===== config.mk =====
export PLATFORM = sky130hd
export DESIGN_NAME = cpu_clock_power_mux_ctrl
export DESIGN_NICKNAME = d
export VERILOG_FILES = /design/src/rtl/cpu_clock_power_pkg.sv /design/src/rtl/pin_sync.sv /design/src/rtl/cpu_clock_power_mux_ctrl.sv
export SDC_FILE = /design/constraint.sdc
export NUM_CORES = 1
export LEC_CHECK = 0
export BUFFER_PORTS_ARGS = -buffer_cell sky130_fd_sc_hd__buf_2
export CORE_MARGIN = 2
export CORE_UTILIZATION = 50
export CTS_CLUSTER_DIAMETER = 200
export DETAILED_ROUTE_END_ITERATION = 8
export HOLD_SLACK_MARGIN = 0.15
export MAX_ROUTING_LAYER = met4
export PLACE_DENSITY = 0.87
export SYNTH_ARGS = -nofsm -noshare
export SYNTH_HDL_FRONTEND = slang
export SYNTH_HIERARCHICAL = 1
export SYNTH_SLANG_ARGS = --single-unit

===== constraint.sdc =====
create_clock -name ref_clk -period 2.8 [get_ports ref_clk]
set_clock_uncertainty 0.15 [all_clocks]
set_input_delay 0.28 -clock ref_clk [delete_from_list [all_inputs] [get_ports ref_clk]]
set_output_delay 0.28 -clock ref_clk [all_outputs]
set_load 0.05 [all_outputs]

===== src/rtl/cpu_clock_power_pkg.sv =====
package cpu_clock_power_pkg;
  // Register port addresses
  localparam logic [15:0] ADDR_CPU_CLOCK_CONTROL = 16'h1072;
  localparam logic [15:0] ADDR_COPROC_BUS_POWER = 16'h1872;
  // Clock control fields
  localparam int CCR_HOLD_STOP_BIT = 0;
  localparam int CCR_HALT_HOLD_STOP_BIT = 1;
  localparam int CCR_STRETCH_LO = 4;
  localparam int CCR_STRETCH_HI = 7;
  localparam int CCR_DIV_LO = 12;
  localparam int CCR_DIV_HI = 14;
  localparam logic [15:0] CCR_RESET = 16'h1000;
  localparam logic [15:0] CCR_WRITE_MASK = 16'hfff3;
  // Bus timing and power fields
  localparam int PWR_CPU_PD_BIT = 14;
  localparam int PWR_FULL_PD_BIT = 13;
  localparam logic [15:0] PWR_RESET = 16'h00c2;
  localparam logic [15:0] PWR_WRITE_MASK = 16'h6fff;
  // Mux select codes
  localparam logic [2:0] SEL_SPEED = 3'h0;
  localparam logic [2:0] SEL_POWER_GOOD = 3'h1;
  localparam logic [2:0] SEL_LOCAL_REQ = 3'h2;
  localparam logic [2:0] SEL_STRAP = 3'h4;
  localparam logic [2:0] SEL_STEP = 3'h1;
  // Divisor codes
  localparam logic [2:0] DIV_INPUT = 3'h0;
  localparam logic [2:0] DIV_BY1 = 3'h1;
  localparam logic [2:0] DIV_BY2 = 3'h2;
  localparam logic [2:0] DIV_BY4_25 = 3'h3;
  localparam logic [2:0] DIV_BY4_75 = 3'h4;
  localparam logic [2:0] DIV_BY8_12 = 3'h5;
  localparam logic [2:0] DIV_BY8_88 = 3'h6;
  localparam logic [3:0] STRETCH_NONE = 4'h0;
  // Timing
  localparam int CLK_PERIOD_NS = 10;
  localparam int STRETCH_UNIT_NS = 1000;
  localparam int CYCLES_PER_US = (STRETCH_UNIT_NS + CLK_PERIOD_NS - 1)
    / CLK_PERIOD_NS;
  localparam int STRETCH_CW = 11;
  localparam int STRAP_SETTLE_NS = 200;
  localparam int STRAP_SETTLE_CYCLES = (STRAP_SETTLE_NS + CLK_PERIOD_NS - 1)
    / CLK_PERIOD_NS;
  localparam int CPU_RESET_NS = 1000;
  localparam int CPU_RESET_CYCLES = (CPU_RESET_NS + CLK_PERIOD_NS - 1)
    / CLK_PERIOD_NS;
  localparam int CNT_W = 8;

  typedef enum logic [1:0] {
    CLK_RUN = 2'b01,
    CLK_STOPPED = 2'b10
  } clk_state_t;

  typedef enum logic [4:0] {
    PD_IDLE = 5'b00001,
    PD_CPU_OFF = 5'b00010,
    PD_FULL_OFF = 5'b00100,
    PD_WAKE = 5'b01000,
    PD_RESET = 5'b10000
  } pd_state_t;
endpackage : cpu_clock_power_pkg


===== src/rtl/pin_sync.sv =====
module pin_sync #(
  parameter int W = 1
) (
  // Clock and reset
  input wire logic ref_clk,
  input wire logic arst_n,
  input wire logic clk_en,
  // Pins in, synchronised out
  input wire logic [W-1:0] pin,
  output logic [W-1:0] sync
);
  logic [W-1:0] meta_q;

  always_ff @(posedge ref_clk or negedge arst_n)
  begin
    if (!arst_n)
    begin
      meta_q <= '0;
      sync <= '0;
    end
    else if (clk_en)
    begin
      meta_q <= pin;
      sync <= meta_q;
    end
  end
endmodule : pin_sync


===== src/rtl/cpu_clock_power_mux_ctrl.sv =====
// Summary of operation
// - Stretch field adds 0 to 15 us hold
// - Speed switch asserted forces stretch to zero
// - Switch released restores programmed stretch value
// - Halt-hold stop bit stops clock on both
// - Interrupt restarts clock; halt-hold bit stays set
// - Hold stop bit stops clock at hold
// - Interrupt restarts clock and clears hold bit
// - Refresh continues while processor clock stopped
// - Reset drives mux select to 100
// - Decoder enable gates acknowledge and bus reset
// - Select held stable during DMA transfer
// - Strap at 100 sets clock pin direction
// - Muxed inputs sampled each double bus rising edge, except during the strap window, DMA acknowledge and full power-down
// - Boot ROM width captured after reset
// - Power input codes: speed, power good, request
// - Power-down bit rising starts at halt
// - Power-down masks inputs, sets out5, tristates
// - Wake clears out5; power good resets processor
// - Full power-down at halt: tristate, out7
// - Full power-down gates sleep refresh tick
// - Wake clears out7, resets until power good
// - Full power-down bit cleared only by software
// - Stopped clock held in phase two
// - Divisor default from clock direction strap
module cpu_clock_power_mux_ctrl (
  // Clock, reset, enable
  input wire logic ref_clk,
  input wire logic arst_n,
  input wire logic clk_en,
  // Register port
  input wire logic [15:0] io_addr,
  input wire logic io_wr,
  input wire logic io_rd,
  input wire logic [15:0] io_wdata,
  output logic [15:0] io_rdata,
  // Processor status, same clock
  input wire logic cpu_halt,
  input wire logic cpu_hold,
  input wire logic irq_unmasked,
  input wire logic nmi,
  input wire logic power_ctrl_irq,
  // Refresh and DMA, same clock
  input wire logic refresh_busy,
  input wire logic refresh_done,
  input wire logic refresh_req,
  input wire logic cbr_refresh_en,
  input wire logic dma_ack_active,
  input wire logic [2:0] dma_channel,
  // Pins from external muxes
  input wire logic bus_clock_double,
  input wire logic muxed_request_in,
  input wire logic muxed_irq_in_a,
  input wire logic muxed_irq_in_b,
  input wire logic muxed_power_in,
  input wire logic sleep_refresh_tick,
  // Mux and decoder control
  output logic [2:0] mux_select,
  output logic ack_decoder_enable,
  // Scanned inputs
  output logic [7:0] request_vector,
  output logic [7:0] irq_a_vector,
  output logic [7:0] irq_b_vector,
  output logic [7:0] power_in_vector,
  output logic boot_rom_width,
  output logic speed_switch_input,
  // Processor side
  output logic processor_clock,
  output logic processor_clock_oe_n,
  output logic hold_request,
  output logic cpu_reset_out,
  output logic cpu_outputs_oe_n,
  output logic cpu_inputs_masked,
  output logic cpu_pullup_en,
  // Power control and refresh
  output logic power_ctrl_out5,
  output logic power_ctrl_out7,
  output logic refresh_out
);
  import cpu_clock_power_pkg::*;

  logic [15:0] ccr_q;
  logic [15:0] pwr_q;
  logic [2:0] sel_q;
  logic scan_en_q;
  logic [CNT_W-1:0] strap_cnt_q;
  logic clk_dir_in_q;
  logic bcd_prev_q;
  logic [STRETCH_CW-1:0] stretch_cnt_q;
  logic [3:0] div_cnt_q;
  logic cpu_clk_q;
  logic bus_reset_req_q;
  logic pd_armed_q;
  logic wake_full_q;
  logic [CNT_W-1:0] rst_cnt_q;
  logic [5:0] pin_s;
  logic bcd_s;
  logic req_s;
  logic irqa_s;
  logic irqb_s;
  logic pwr_s;
  logic tick_s;
  logic bcd_edge;
  logic halt_m;
  logic hold_m;
  logic wake_evt;
  logic wr_ccr;
  logic wr_pwr;
  logic full_off;
  logic [3:0] stretch_eff;
  logic [2:0] div_sel;
  logic [3:0] div_period;
  logic [3:0] div_high;
  logic power_good;
  clk_state_t clk_state_q;
  pd_state_t pd_state_q;

  pin_sync #(.W(6)) u_pin_sync (
    .ref_clk(ref_clk),
    .arst_n(arst_n),
    .clk_en(clk_en),
    .pin({bus_clock_double, muxed_request_in, muxed_irq_in_a,
      muxed_irq_in_b, muxed_power_in, sleep_refresh_tick}),
    .sync(pin_s)
  );

  assign {bcd_s, req_s, irqa_s, irqb_s, pwr_s, tick_s} = pin_s;
  assign bcd_edge = bcd_s & ~bcd_prev_q;
  assign full_off = (pd_state_q == PD_FULL_OFF);
  // Processor side is passive while masked
  assign halt_m = cpu_halt & ~cpu_inputs_masked;
  assign hold_m = cpu_hold & ~cpu_inputs_masked;
  assign wake_evt = irq_unmasked | nmi;
  assign wr_ccr = io_wr && (io_addr == ADDR_CPU_CLOCK_CONTROL);
  assign wr_pwr = io_wr && (io_addr == ADDR_COPROC_BUS_POWER);
  assign speed_switch_input = power_in_vector[SEL_SPEED];
  assign power_good = power_in_vector[SEL_POWER_GOOD];
  assign stretch_eff = speed_switch_input ? STRETCH_NONE
    : ccr_q[CCR_STRETCH_HI:CCR_STRETCH_LO];
  assign div_sel = ccr_q[CCR_DIV_HI:CCR_DIV_LO];

  // Register writes; reserved bits never store
  always_ff @(posedge ref_clk or negedge arst_n)
  begin
    if (!arst_n)
    begin
      ccr_q <= CCR_RESET;
    end
    else if (clk_en)
    begin
      if (!scan_en_q && strap_cnt_q == CNT_W'(STRAP_SETTLE_CYCLES))
      begin
        ccr_q[CCR_DIV_HI:CCR_DIV_LO] <= req_s ? DIV_INPUT : DIV_BY1;
      end
      else if (wr_ccr)
      begin
        ccr_q <= io_wdata & CCR_WRITE_MASK;
      end
      else if (clk_state_q == CLK_STOPPED && wake_evt)
      begin
        ccr_q[CCR_HOLD_STOP_BIT] <= 1'b0;
      end
    end
  end

  // Full power-down bit is only ever changed by a write
  always_ff @(posedge ref_clk or negedge arst_n)
  begin
    if (!arst_n)
    begin
      pwr_q <= PWR_RESET;
    end
    else if (clk_en && wr_pwr)
    begin
      pwr_q <= io_wdata & PWR_WRITE_MASK;
    end
  end

  // Read data, held until the next read
  always_ff @(posedge ref_clk or negedge arst_n)
  begin
    if (!arst_n)
    begin
      io_rdata <= '0;
    end
    else if (clk_en && io_rd)
    begin
      if (io_addr == ADDR_CPU_CLOCK_CONTROL)
      begin
        io_rdata <= ccr_q;
      end
      else if (io_addr == ADDR_COPROC_BUS_POWER)
      begin
        io_rdata <= pwr_q;
      end
      else
      begin
        io_rdata <= '0;
      end
    end
  end

  // Strap window after reset, then free scan
  always_ff @(posedge ref_clk or negedge arst_n)
  begin
    if (!arst_n)
    begin
      scan_en_q <= 1'b0;
      strap_cnt_q <= '0;
      clk_dir_in_q <= 1'b0;
      boot_rom_width <= 1'b0;
    end
    else if (clk_en && !scan_en_q)
    begin
      if (strap_cnt_q == CNT_W'(STRAP_SETTLE_CYCLES))
      begin
        scan_en_q <= 1'b1;
        clk_dir_in_q <= req_s;
        boot_rom_width <= irqa_s;
      end
      else
      begin
        strap_cnt_q <= strap_cnt_q + CNT_W'(1);
      end
    end
  end

  always_ff @(posedge ref_clk or negedge arst_n)
  begin
    if (!arst_n)
    begin
      bcd_prev_q <= 1'b0;
    end
    else if (clk_en)
    begin
      bcd_prev_q <= bcd_s;
    end
  end

  // Select scan; a DMA channel owns the select while acknowledged
  always_ff @(posedge ref_clk or negedge arst_n)
  begin
    if (!arst_n)
    begin
      sel_q <= SEL_STRAP;
      request_vector <= '0;
      irq_a_vector <= '0;
      irq_b_vector <= '0;
      power_in_vector <= '0;
    end
    else if (clk_en && scan_en_q && !full_off)
    begin
      if (dma_ack_active)
      begin
        sel_q <= dma_channel;
      end
      else if (bcd_edge)
      begin
        request_vector[sel_q] <= req_s;
        irq_a_vector[sel_q] <= irqa_s;
        irq_b_vector[sel_q] <= irqb_s;
        power_in_vector[sel_q] <= pwr_s;
        sel_q <= sel_q + SEL_STEP;
      end
    end
  end

  assign mux_select = sel_q;
  // Bus reset is the strap code with the decoder enabled
  assign ack_decoder_enable = ~scan_en_q | dma_ack_active
    | (bus_reset_req_q & (sel_q == SEL_STRAP));

  // Hold stretch after each refresh; runs even with the clock stopped
  always_ff @(posedge ref_clk or negedge arst_n)
  begin
    if (!arst_n)
    begin
      stretch_cnt_q <= '0;
    end
    else if (clk_en)
    begin
      if (refresh_done)
      begin
        stretch_cnt_q <= STRETCH_CW'(stretch_eff)
          * STRETCH_CW'(CYCLES_PER_US);
      end
      else if (stretch_cnt_q != '0)
      begin
        stretch_cnt_q <= stretch_cnt_q - STRETCH_CW'(1);
      end
    end
  end

  assign hold_request = refresh_busy | (stretch_cnt_q != '0);
  assign refresh_out = full_off ? (cbr_refresh_en & tick_s)
    : refresh_req;

  // Clock stop state
  always_ff @(posedge ref_clk or negedge arst_n)
  begin
    if (!arst_n)
    begin
      clk_state_q <= CLK_RUN;
    end
    else if (clk_en && !full_off)
    begin
      case (clk_state_q)
        CLK_RUN:
        begin
          if ((ccr_q[CCR_HALT_HOLD_STOP_BIT] && halt_m && hold_m)
            || (ccr_q[CCR_HOLD_STOP_BIT] && hold_m))
          begin
            clk_state_q <= CLK_STOPPED;
          end
        end
        CLK_STOPPED:
        begin
          if (wake_evt)
          begin
            clk_state_q <= CLK_RUN;
          end
        end
        default:
        begin
          clk_state_q <= CLK_RUN;
        end
      endcase
    end
  end

  // Divisor shape: period and high time in ref_clk cycles
  always_comb
  begin
    div_period = 4'h2;
    div_high = 4'h1;
    case (div_sel)
      DIV_BY2:
      begin
        div_period = 4'h4;
        div_high = 4'h2;
      end
      DIV_BY4_25:
      begin
        div_period = 4'h8;
        div_high = 4'h2;
      end
      DIV_BY4_75:
      begin
        div_period = 4'h8;
        div_high = 4'h6;
      end
      DIV_BY8_12:
      begin
        div_period = 4'hf;
        div_high = 4'h2;
      end
      DIV_BY8_88:
      begin
        div_period = 4'hf;
        div_high = 4'hd;
      end
      default:
      begin
        div_period = 4'h2;
        div_high = 4'h1;
      end
    endcase
  end

  // Stopped clock parks low, the second processor phase
  always_ff @(posedge ref_clk or negedge arst_n)
  begin
    if (!arst_n)
    begin
      div_cnt_q <= '0;
      cpu_clk_q <= 1'b0;
    end
    else if (clk_en)
    begin
      if (clk_state_q == CLK_STOPPED || full_off)
      begin
        div_cnt_q <= '0;
        cpu_clk_q <= 1'b0;
      end
      else
      begin
        div_cnt_q <= (div_cnt_q + 4'h1 >= div_period) ? 4'h0
          : div_cnt_q + 4'h1;
        cpu_clk_q <= (div_cnt_q < div_high);
      end
    end
  end

  assign processor_clock = cpu_clk_q;
  assign processor_clock_oe_n = clk_dir_in_q || cpu_outputs_oe_n
    || (div_sel == DIV_INPUT);

  // Power-down request armed only by a rising write of the bit
  always_ff @(posedge ref_clk or negedge arst_n)
  begin
    if (!arst_n)
    begin
      pd_armed_q <= 1'b0;
    end
    else if (clk_en)
    begin
      if (wr_pwr && io_wdata[PWR_CPU_PD_BIT] && !pwr_q[PWR_CPU_PD_BIT])
      begin
        pd_armed_q <= 1'b1;
      end
      else if (pd_state_q == PD_CPU_OFF)
      begin
        pd_armed_q <= 1'b0;
      end
    end
  end

  // Power-down sequencer
  always_ff @(posedge ref_clk or negedge arst_n)
  begin
    if (!arst_n)
    begin
      pd_state_q <= PD_IDLE;
      wake_full_q <= 1'b0;
      rst_cnt_q <= '0;
    end
    else if (clk_en)
    begin
      case (pd_state_q)
        PD_IDLE:
        begin
          if (pwr_q[PWR_FULL_PD_BIT] && halt_m)
          begin
            pd_state_q <= PD_FULL_OFF;
          end
          else if (pd_armed_q && halt_m)
          begin
            pd_state_q <= PD_CPU_OFF;
          end
        end
        PD_CPU_OFF:
        begin
          if (wake_evt || dma_ack_active || request_vector != '0)
          begin
            pd_state_q <= PD_WAKE;
            wake_full_q <= 1'b0;
          end
        end
        PD_FULL_OFF:
        begin
          if (power_ctrl_irq)
          begin
            pd_state_q <= PD_WAKE;
            wake_full_q <= 1'b1;
          end
        end
        PD_WAKE:
        begin
          // Power good is only seen once the scan passes its code
          if (power_good)
          begin
            pd_state_q <= PD_RESET;
            rst_cnt_q <= '0;
          end
        end
        PD_RESET:
        begin
          if (rst_cnt_q == CNT_W'(CPU_RESET_CYCLES))
          begin
            pd_state_q <= PD_IDLE;
          end
          else
          begin
            rst_cnt_q <= rst_cnt_q + CNT_W'(1);
          end
        end
        default:
        begin
          pd_state_q <= PD_IDLE;
        end
      endcase
    end
  end

  // Bus reset only on a wake from full power-down
  always_ff @(posedge ref_clk or negedge arst_n)
  begin
    if (!arst_n)
    begin
      bus_reset_req_q <= 1'b0;
    end
    else if (clk_en)
    begin
      bus_reset_req_q <= (pd_state_q == PD_WAKE) && wake_full_q;
    end
  end

  assign power_ctrl_out5 = (pd_state_q == PD_CPU_OFF);
  assign power_ctrl_out7 = full_off;
  assign cpu_outputs_oe_n = (pd_state_q == PD_CPU_OFF)
    || full_off || (pd_state_q == PD_WAKE);
  assign cpu_inputs_masked = cpu_outputs_oe_n;
  assign cpu_pullup_en = ~cpu_outputs_oe_n;
  assign cpu_reset_out = (pd_state_q == PD_RESET)
    || ((pd_state_q == PD_WAKE) && wake_full_q);
endmodule : cpu_clock_power_mux_ctrl


==> results of run 1 <==
==> critical path, cell delays in order (launching register included) <==
cell,delay [ns]
dfstp_2,0.59
nor2b_1,0.22
o21a_1,0.18
ha_1,0.23
nand2b_1,0.14
a21o_1,0.17
a21o_1,0.18
a2111oi_1,0.41
buf_4,0.20
mux2_2,0.13
==> sequential cells by signal, summed over array words and instances (netlist names), 2 cells and up <==
register and cells:
u_pin_sync/sync 6, rst_cnt_q 8, pd_state_q 5, request_vector 8, mux_select 3, ccr_q 14, clk_state_q 2, div_cnt_q 4
pwr_q 14, u_pin_sync/meta_q 6, io_rdata 16, irq_b_vector 8, irq_a_vector 8, stretch_cnt_q 11, power_in_vector 8, strap_cnt_q 8
==> layer usage <==
metal	up-vias	wire, um	part of all wire [%]	GRT usage, %
li1	2488	-	-	-
met1	2722	7163	41	32.03
met2	225	8653	49	42.02
met3	69	958	5.5	5.896
met4	0	800	4.6	12.79
met5	-	0	0	-
==> power groups by stage <==
stage / Clock [mW] / Sequential (mW) / Combinational, mW
final: 2.60 / 2.58 / 1.72
after global routing: 2.72 / 2.62 / 1.85
after floorplan: 0 / 2.77 / 0.987
after CTS: 2.60 / 2.56 / 1.69
after detailed placement: 0 / 2.59 / 1.63
after global placement: 0 / 2.58 / 1.60
==> worst max path at each step <==
stage / end / cells past startpoint
floorplan: processor_clock_oe_n / 4
global placement: div_cnt_q[0] / 9
detailed placement: ccr_q[9] / 5
CTS: hold_request / 7
global route: div_cnt_q[0] / 9
finish: div_cnt_q[0] / 9
==> cells by family (layout without fill, tap and decap cells) <==
group,Yosys count,after routing,synth area share (%)
AOI/OAI and AO/OA,109,109,11.05
DFF,137,137,50.60
adders and majority gates,26,26,4.900
xor gates and xnor gates,16,16,2.063
buffers and inverters,49,224,3.168
muxes,77,77,13.26
and+or+nand+nor,182,182,14.96
==> placed cells by master, fill, tap and decap left out, drive strengths merged, types with 3 or more instances in the layout <==
master / synthesis / layout
ha: 25 / 25
xnor2: 11 / 11
buf: 12 / 133
nor2b: 10 / 10
a31oi: 7 / 7
or2: 3 / 3
nand2b: 6 / 6
or4: 6 / 6
nor3: 20 / 20
a21o: 3 / 3
dfrtp: 130 / 130
and3: 5 / 5
a22oi: 13 / 13
nand2: 61 / 61
nand4: 5 / 5
a22o: 12 / 12
a21oi: 17 / 17
mux2i: 3 / 3
nand3: 13 / 13
xor2: 5 / 5
o31ai: 7 / 7
clkbuf: 10 / 19
nand3b: 4 / 4
dfstp: 7 / 7
o21a: 3 / 3
nor4: 6 / 6
o21ai: 29 / 29
inv: 27 / 29
or3: 4 / 4
clkinv: 0 / 4
nor3b: 4 / 4
bufinv: 0 / 6
mux2: 74 / 74
dlygate4sd3: 0 / 32
nor2: 21 / 21
==> repair_timing <==
action | in CTS | in global routing
hold buffers | 32 | 0
hold endpoints to repair | 140 | 0
resized for setup | 0 | 1
setup endpoints to repair | 0 | 1
setup buffers | 0 | 0
==> through the flow <==
stage,power (mW),area [um2]
after floorplan,3.758,6800
after global placement,4.175,7626
after detailed placement,4.222,7626
after CTS,6.851,8630
after global routing,7.185,8636
final,6.902,8636
==> cell type report <==
cell class / count / area, um2 / area share, %
clock buffers: 19 / 442.9 / 5.129
clock inverters: 13 / 240.2 / 2.782
inverters: 27 / 101.3 / 1.174
multi-input cells: 410 / 3154 / 36.53
flip-flops and latches: 137 / 3437 / 39.80
well taps: 176 / 220.2 / 2.550
repair buffers: 165 / 1040 / 12.04
==> flow_metrics.tcl, run 1 <==
set metrics [dict create \
    overflow 0 \
    placed_cells 883 \
    htree_num_levels 4 \
    path_clk_slew_ns 0.06 \
    hold_slack_ns 0.1996 \
    totalNegativeSetupSlack_ns 0 \
    p_leak_nw 4.311 \
    clock_sinks 137 \
    finalCoreUtilization_pct 65.21 \
    ys_warn_count 6 \
    syn_area_mm2 0.006793 \
    drt-initial-drc-count 365 \
    worst_ep_arrival_time_ns 2.88 \
    gp_congestion 0.8342 \
    synthTopCellsByArea "dfrtp_1 48%, mux2_2 7.8%, ha_1 4.6%" \
    ys_seq_area_share_pct 50.60 \
    synth_edf_count 0 \
    syn_to_final_growth_pct 27.13 \
    tightest_slew_ns 1.010 \
    p_switching_mw 2.321 \
    cts-root-buf "clkbuf_16" \
    finalCritPeriodShare_pct 95.22 \
    rsz0062_at_grt "false" \
    seqPwrFrac_pct 37.4 \
    routed_via_density 5.812 \
    floorplan.initialDensity_pct 51.29 \
    yosysUniqueCellTypes 70 \
    insertedDiodeCount 0 \
    die_w_um 120.6 \
    power.density_mw_per_mm2 799.3 \
    r2r_start "ccr_q[12]" \
    crit_path_start "ccr_q[12]" \
    outcome "finished, final reports clean" \
    crit_fanout 8 \
    critPathRequiredTime_ns 3.02 \
    ys_ff_latch 137 \
    post_drt_wl_per_cell_um 18.56 \
    worstSetupPathType "reg -> reg" \
    ir_drop_v 0.0005182 \
    ant_nets 0 \
    grt_pass1_vias 5760 \
    drv_slew 0 \
    dr.pass1.iters 6 \
    synth_most_common_cell "dfrtp_1" \
    clockBufferDepth 2 \
    instances_no_fill 947 \
    r2r_cells 9 \
    worst_slack_ns 0.1338 \
    fmax_ghz 0.3751 \
    r2r-end "div_cnt_q[0]" \
    synth_top_cell_by_area "dfrtp_1" \
    fp.dieH_um 120.6 \
    async_flop_share_pct 100.0 \
    drive_above_1_share_pct 32.30 \
    grt_max_degree 65 \
    start_kind "flip-flop" \
    holdPathStages 4 \
    avgSynthCellArea_um2 11.40 \
    route.detailed.drc 0 \
    grt.total_usage_pct 26.40 \
    ff2ff_setup_slack_ns 0.13 \
    num_vias 5504 \
    hold_viol 0 \
    port_buffers 119 \
    syn-instance-count 596 \
    dieArea_mm2 0.01453 \
    worstSetupEndpointType "flip-flop" \
    switching_share_pct 33.62 \
    clk_latency_ns 0.43 \
    antenna_found_initial 0 \
    power.share.combinational_pct 25.0 \
    place_hpwl_um 11330 \
    hold_start "io_addr[11]" \
    wl_um 17580 \
    setup_viol 0 \
    nNetsFinal 840 \
    synth_nets 678 \
    cts_tree "yes" \
    p_int_mw 4.582 \
    hold_path.class "in -> reg" \
    place_ws_ns 0.2594 \
    synth_common_cells "130 x dfrtp_1, 61 x nand2_1, 47 x mux2_2, 27 x inv_1, 27 x o21ai_0" \
    maxCapViolations 0 \
    io_pins 120 \
    min_to "io_rdata[2]" \
    slew_headroom_pct 32.16 \
    synth_top_area_share_pct 47.89 \
    core_mm2 0.01324 \
    synth-main-ff-cell "dfrtp_1" \
    pwr-share-clk_pct 37.6 \
    grt_pass1_wl_um 29090 \
    fillCellCount 978 \
    finalCriticalPeriod_ns 2.666 \
    cts-buffers-inserted 17 \
    fp-row-count 42 \
]
(Power assumes the default switching activity.)
==> run 2, diff against run 1 <==
Settings changed: CTS_BUF_LIST set to sky130_fd_sc_hd__clkbuf_4 sky130_fd_sc_hd__clkbuf_8, SETUP_SLACK_MARGIN set to 0.5.
==> run 2 against run 1 <==
Compared with the run above: global-route usage down 0.85 points; largest power group is now registers; clock power decreased by 38%; combinational power increased by 23%; sequential share of layout area is 1.5 points lower; sequential cell count unchanged.
==> flow_metrics.tcl, run 2 (synthesis results as in run 1) <==
set metrics [dict create \
    nNetsFinal 875 \
    hold_slack_ns 0.2096 \
    p_switching_mw 2.364 \
    cts_tree "yes" \
    routed_via_density 5.752 \
    htree_num_levels 4 \
    cp_slowest_cell "or4_4" \
    power.share.combinational_pct 33.3 \
    hold_path.class "in -> reg" \
    r2r-end "irq_b_vector[6]" \
    met1_usage_pct 31.55 \
    fp.dieH_um 120.6 \
    grt-busiest-layer "met2" \
    final_common_cell "dfrtp_1" \
    crit_path_start "pd_state_q[1]" \
    place_ws_ns 0.2614 \
    die_w_um 120.6 \
    ant_nets 0 \
    rsz0062_at_grt "true" \
    crit_family "simple AND/OR/NAND/NOR gates" \
    tightest_slew_ns 0.7387 \
    dr.pass1.iters 5 \
    worst_ep_arrival_time_ns 2.00 \
    p_int_mw 3.949 \
    power.density_mw_per_mm2 701.7 \
    insertedDiodeCount 0 \
    wl_um 18220 \
    p_leak_nw 4.423 \
    crit_fanout 5 \
    core_mm2 0.01324 \
    hold_start "clk_en" \
    grt.met2_usage_pct 41.84 \
    endpoint "refresh_out" \
    dieArea_mm2 0.01453 \
    drv_slew 0 \
    grt_pass1_vias 5804 \
    io_pins 120 \
    placed_cells 879 \
    regMostFlops "io_rdata" \
    place_area_mm2 0.007662 \
    num_vias 5648 \
    crit_cells 5 \
    cpPeakStageDelay_ns 0.57 \
    ff2ff_setup_slack_ns 0.39 \
    drt-initial-drc-count 421 \
    outcome "finished, final reports clean" \
    grt_pass1_wl_um 28410 \
    fillCellCount 868 \
    design_area_mm2 0.008997 \
    fmax_ghz 0.4115 \
    clockBufferDepth 2 \
    worstSetupEndpointType "output pin" \
    critPathRequiredTime_ns 2.37 \
    reg.largest.list "io_rdata: 16 flops, ccr_q: 14 flops, pwr_q: 14 flops" \
    ir_drop_v 0.0005302 \
    overflow 0 \
    seqPwrFrac_pct 41.3 \
    cts-root-buf "clkbuf_8" \
    fp-row-count 42 \
    floorplan.initialDensity_pct 51.29 \
    finalCritPeriodShare_pct 86.80 \
    grt_max_degree 81 \
    pwr-share-clk_pct 25.4 \
    clock_sinks 137 \
    multiInputGateArea_mm2 0.003456 \
    finalCoreUtilization_pct 67.94 \
    port_buffers 119 \
    slew_headroom_pct 50.75 \
    switching_share_pct 37.45 \
    instances_no_fill 982 \
    gp_congestion 0.8878 \
    cts-buffers-inserted 17 \
    hold_viol 0 \
    path_cells "or4_4 -> nor2_4 -> nand3_2 -> o21ai_2 -> buf_6" \
    post_drt_wl_per_cell_um 18.55 \
    clk_latency_ns 0.45 \
    worst_slack_ns 0.3696 \
    finalCriticalPeriod_ns 2.430 \
    drive_above_1_share_pct 41.19 \
    antenna_found_initial 0 \
    total_power_mw 6.314 \
    crit_buf_inv 1 \
    place_hpwl_um 11240 \
    r2r_cells 6 \
    use_met3_pct 5.472 \
    r2r_start "pd_state_q[0]" \
    largest_reg_flops 16 \
    layout_common_cells "125 x dfrtp_1, 111 x buf_2, 58 x nand2_1, 42 x mux2_2, 39 x buf_4" \
    setup_viol 0 \
    final-seq-area_mm2 0.003443 \
    totalNegativeSetupSlack_ns 0 \
    syn_to_final_growth_pct 32.46 \
    maxCapViolations 0 \
    route.detailed.drc 0 \
    path_clk_slew_ns 0.08 \
    grt.total_usage_pct 25.55 \
    start_kind "flip-flop" \
    worstSetupPathType "reg -> out" \
]
## run 2: changes by cell type in the layout (fill, tap and decap cells not counted), sizes merged
cell / before / now
buf: 133 / 163
dlygate4sd3: 32 / 37
bufinv: 6 / 2
clkinvlp: 1 / 4
clkbuf: 19 / 20
clkinv: 4 / 5
inv: 29 / 28
## run 2: power groups by stage
stage	combinational, mW	clock (mW)	sequential (mW)
after floorplan	1.04	0	2.77
after global placement	1.63	0	2.58
after detailed placement	1.67	0	2.59
after CTS	1.88	1.62	2.56
after global routing	2.25	1.70	2.63
final	2.11	1.60	2.61
## run 2: per-layer routing
| layer | part of all wire [%] | vias to the layer above | routed length (um) |
|---|---|---|---|
| met1 | 42 | 2829 | 7579 |
| met3 | 5.5 | 51 | 994 |
| met5 | 0 | - | 0 |
| met4 | 2.7 | 0 | 489 |
| met2 | 50 | 216 | 9157 |
| li1 | - | 2552 | - |
## run 2: how the worst min path moves through the flow
stage | endpoint | depth (start not counted)
floorplan | bcd_prev_q | 0
global placement | io_rdata[9] | 1
detailed placement | io_rdata[9] | 1
CTS | rst_cnt_q[5] | 3
global route | rst_cnt_q[5] | 3
finish | rst_cnt_q[5] | 3
## run 2: tightest hold or removal path: cells and delay by family
family / cells / cell delay [ns]
buffers and inverters: 1 / 0.18
and+or+nand+nor: 2 / 0.31
## run 2: timing repair
item                       4_1_cts  5_1_grt
pin swaps                       10       13
resized for setup               32       52
buffers inserted                21       13
setup endpoints to repair       48       77
hold buffers                    37        0
hold endpoints to repair       125        0
## run 2: area by class of cell
| class | instances | share of cell area [%] |
|---|---|---|
| well taps | 176 | 2.448 |
| flip-flops and latches | 137 | 38.27 |
| clock buffers | 20 | 2.920 |
| inverters | 27 | 1.126 |
| repair buffers | 200 | 15.45 |
| multi-input cells | 410 | 38.41 |
| clock inverters | 12 | 1.377 |
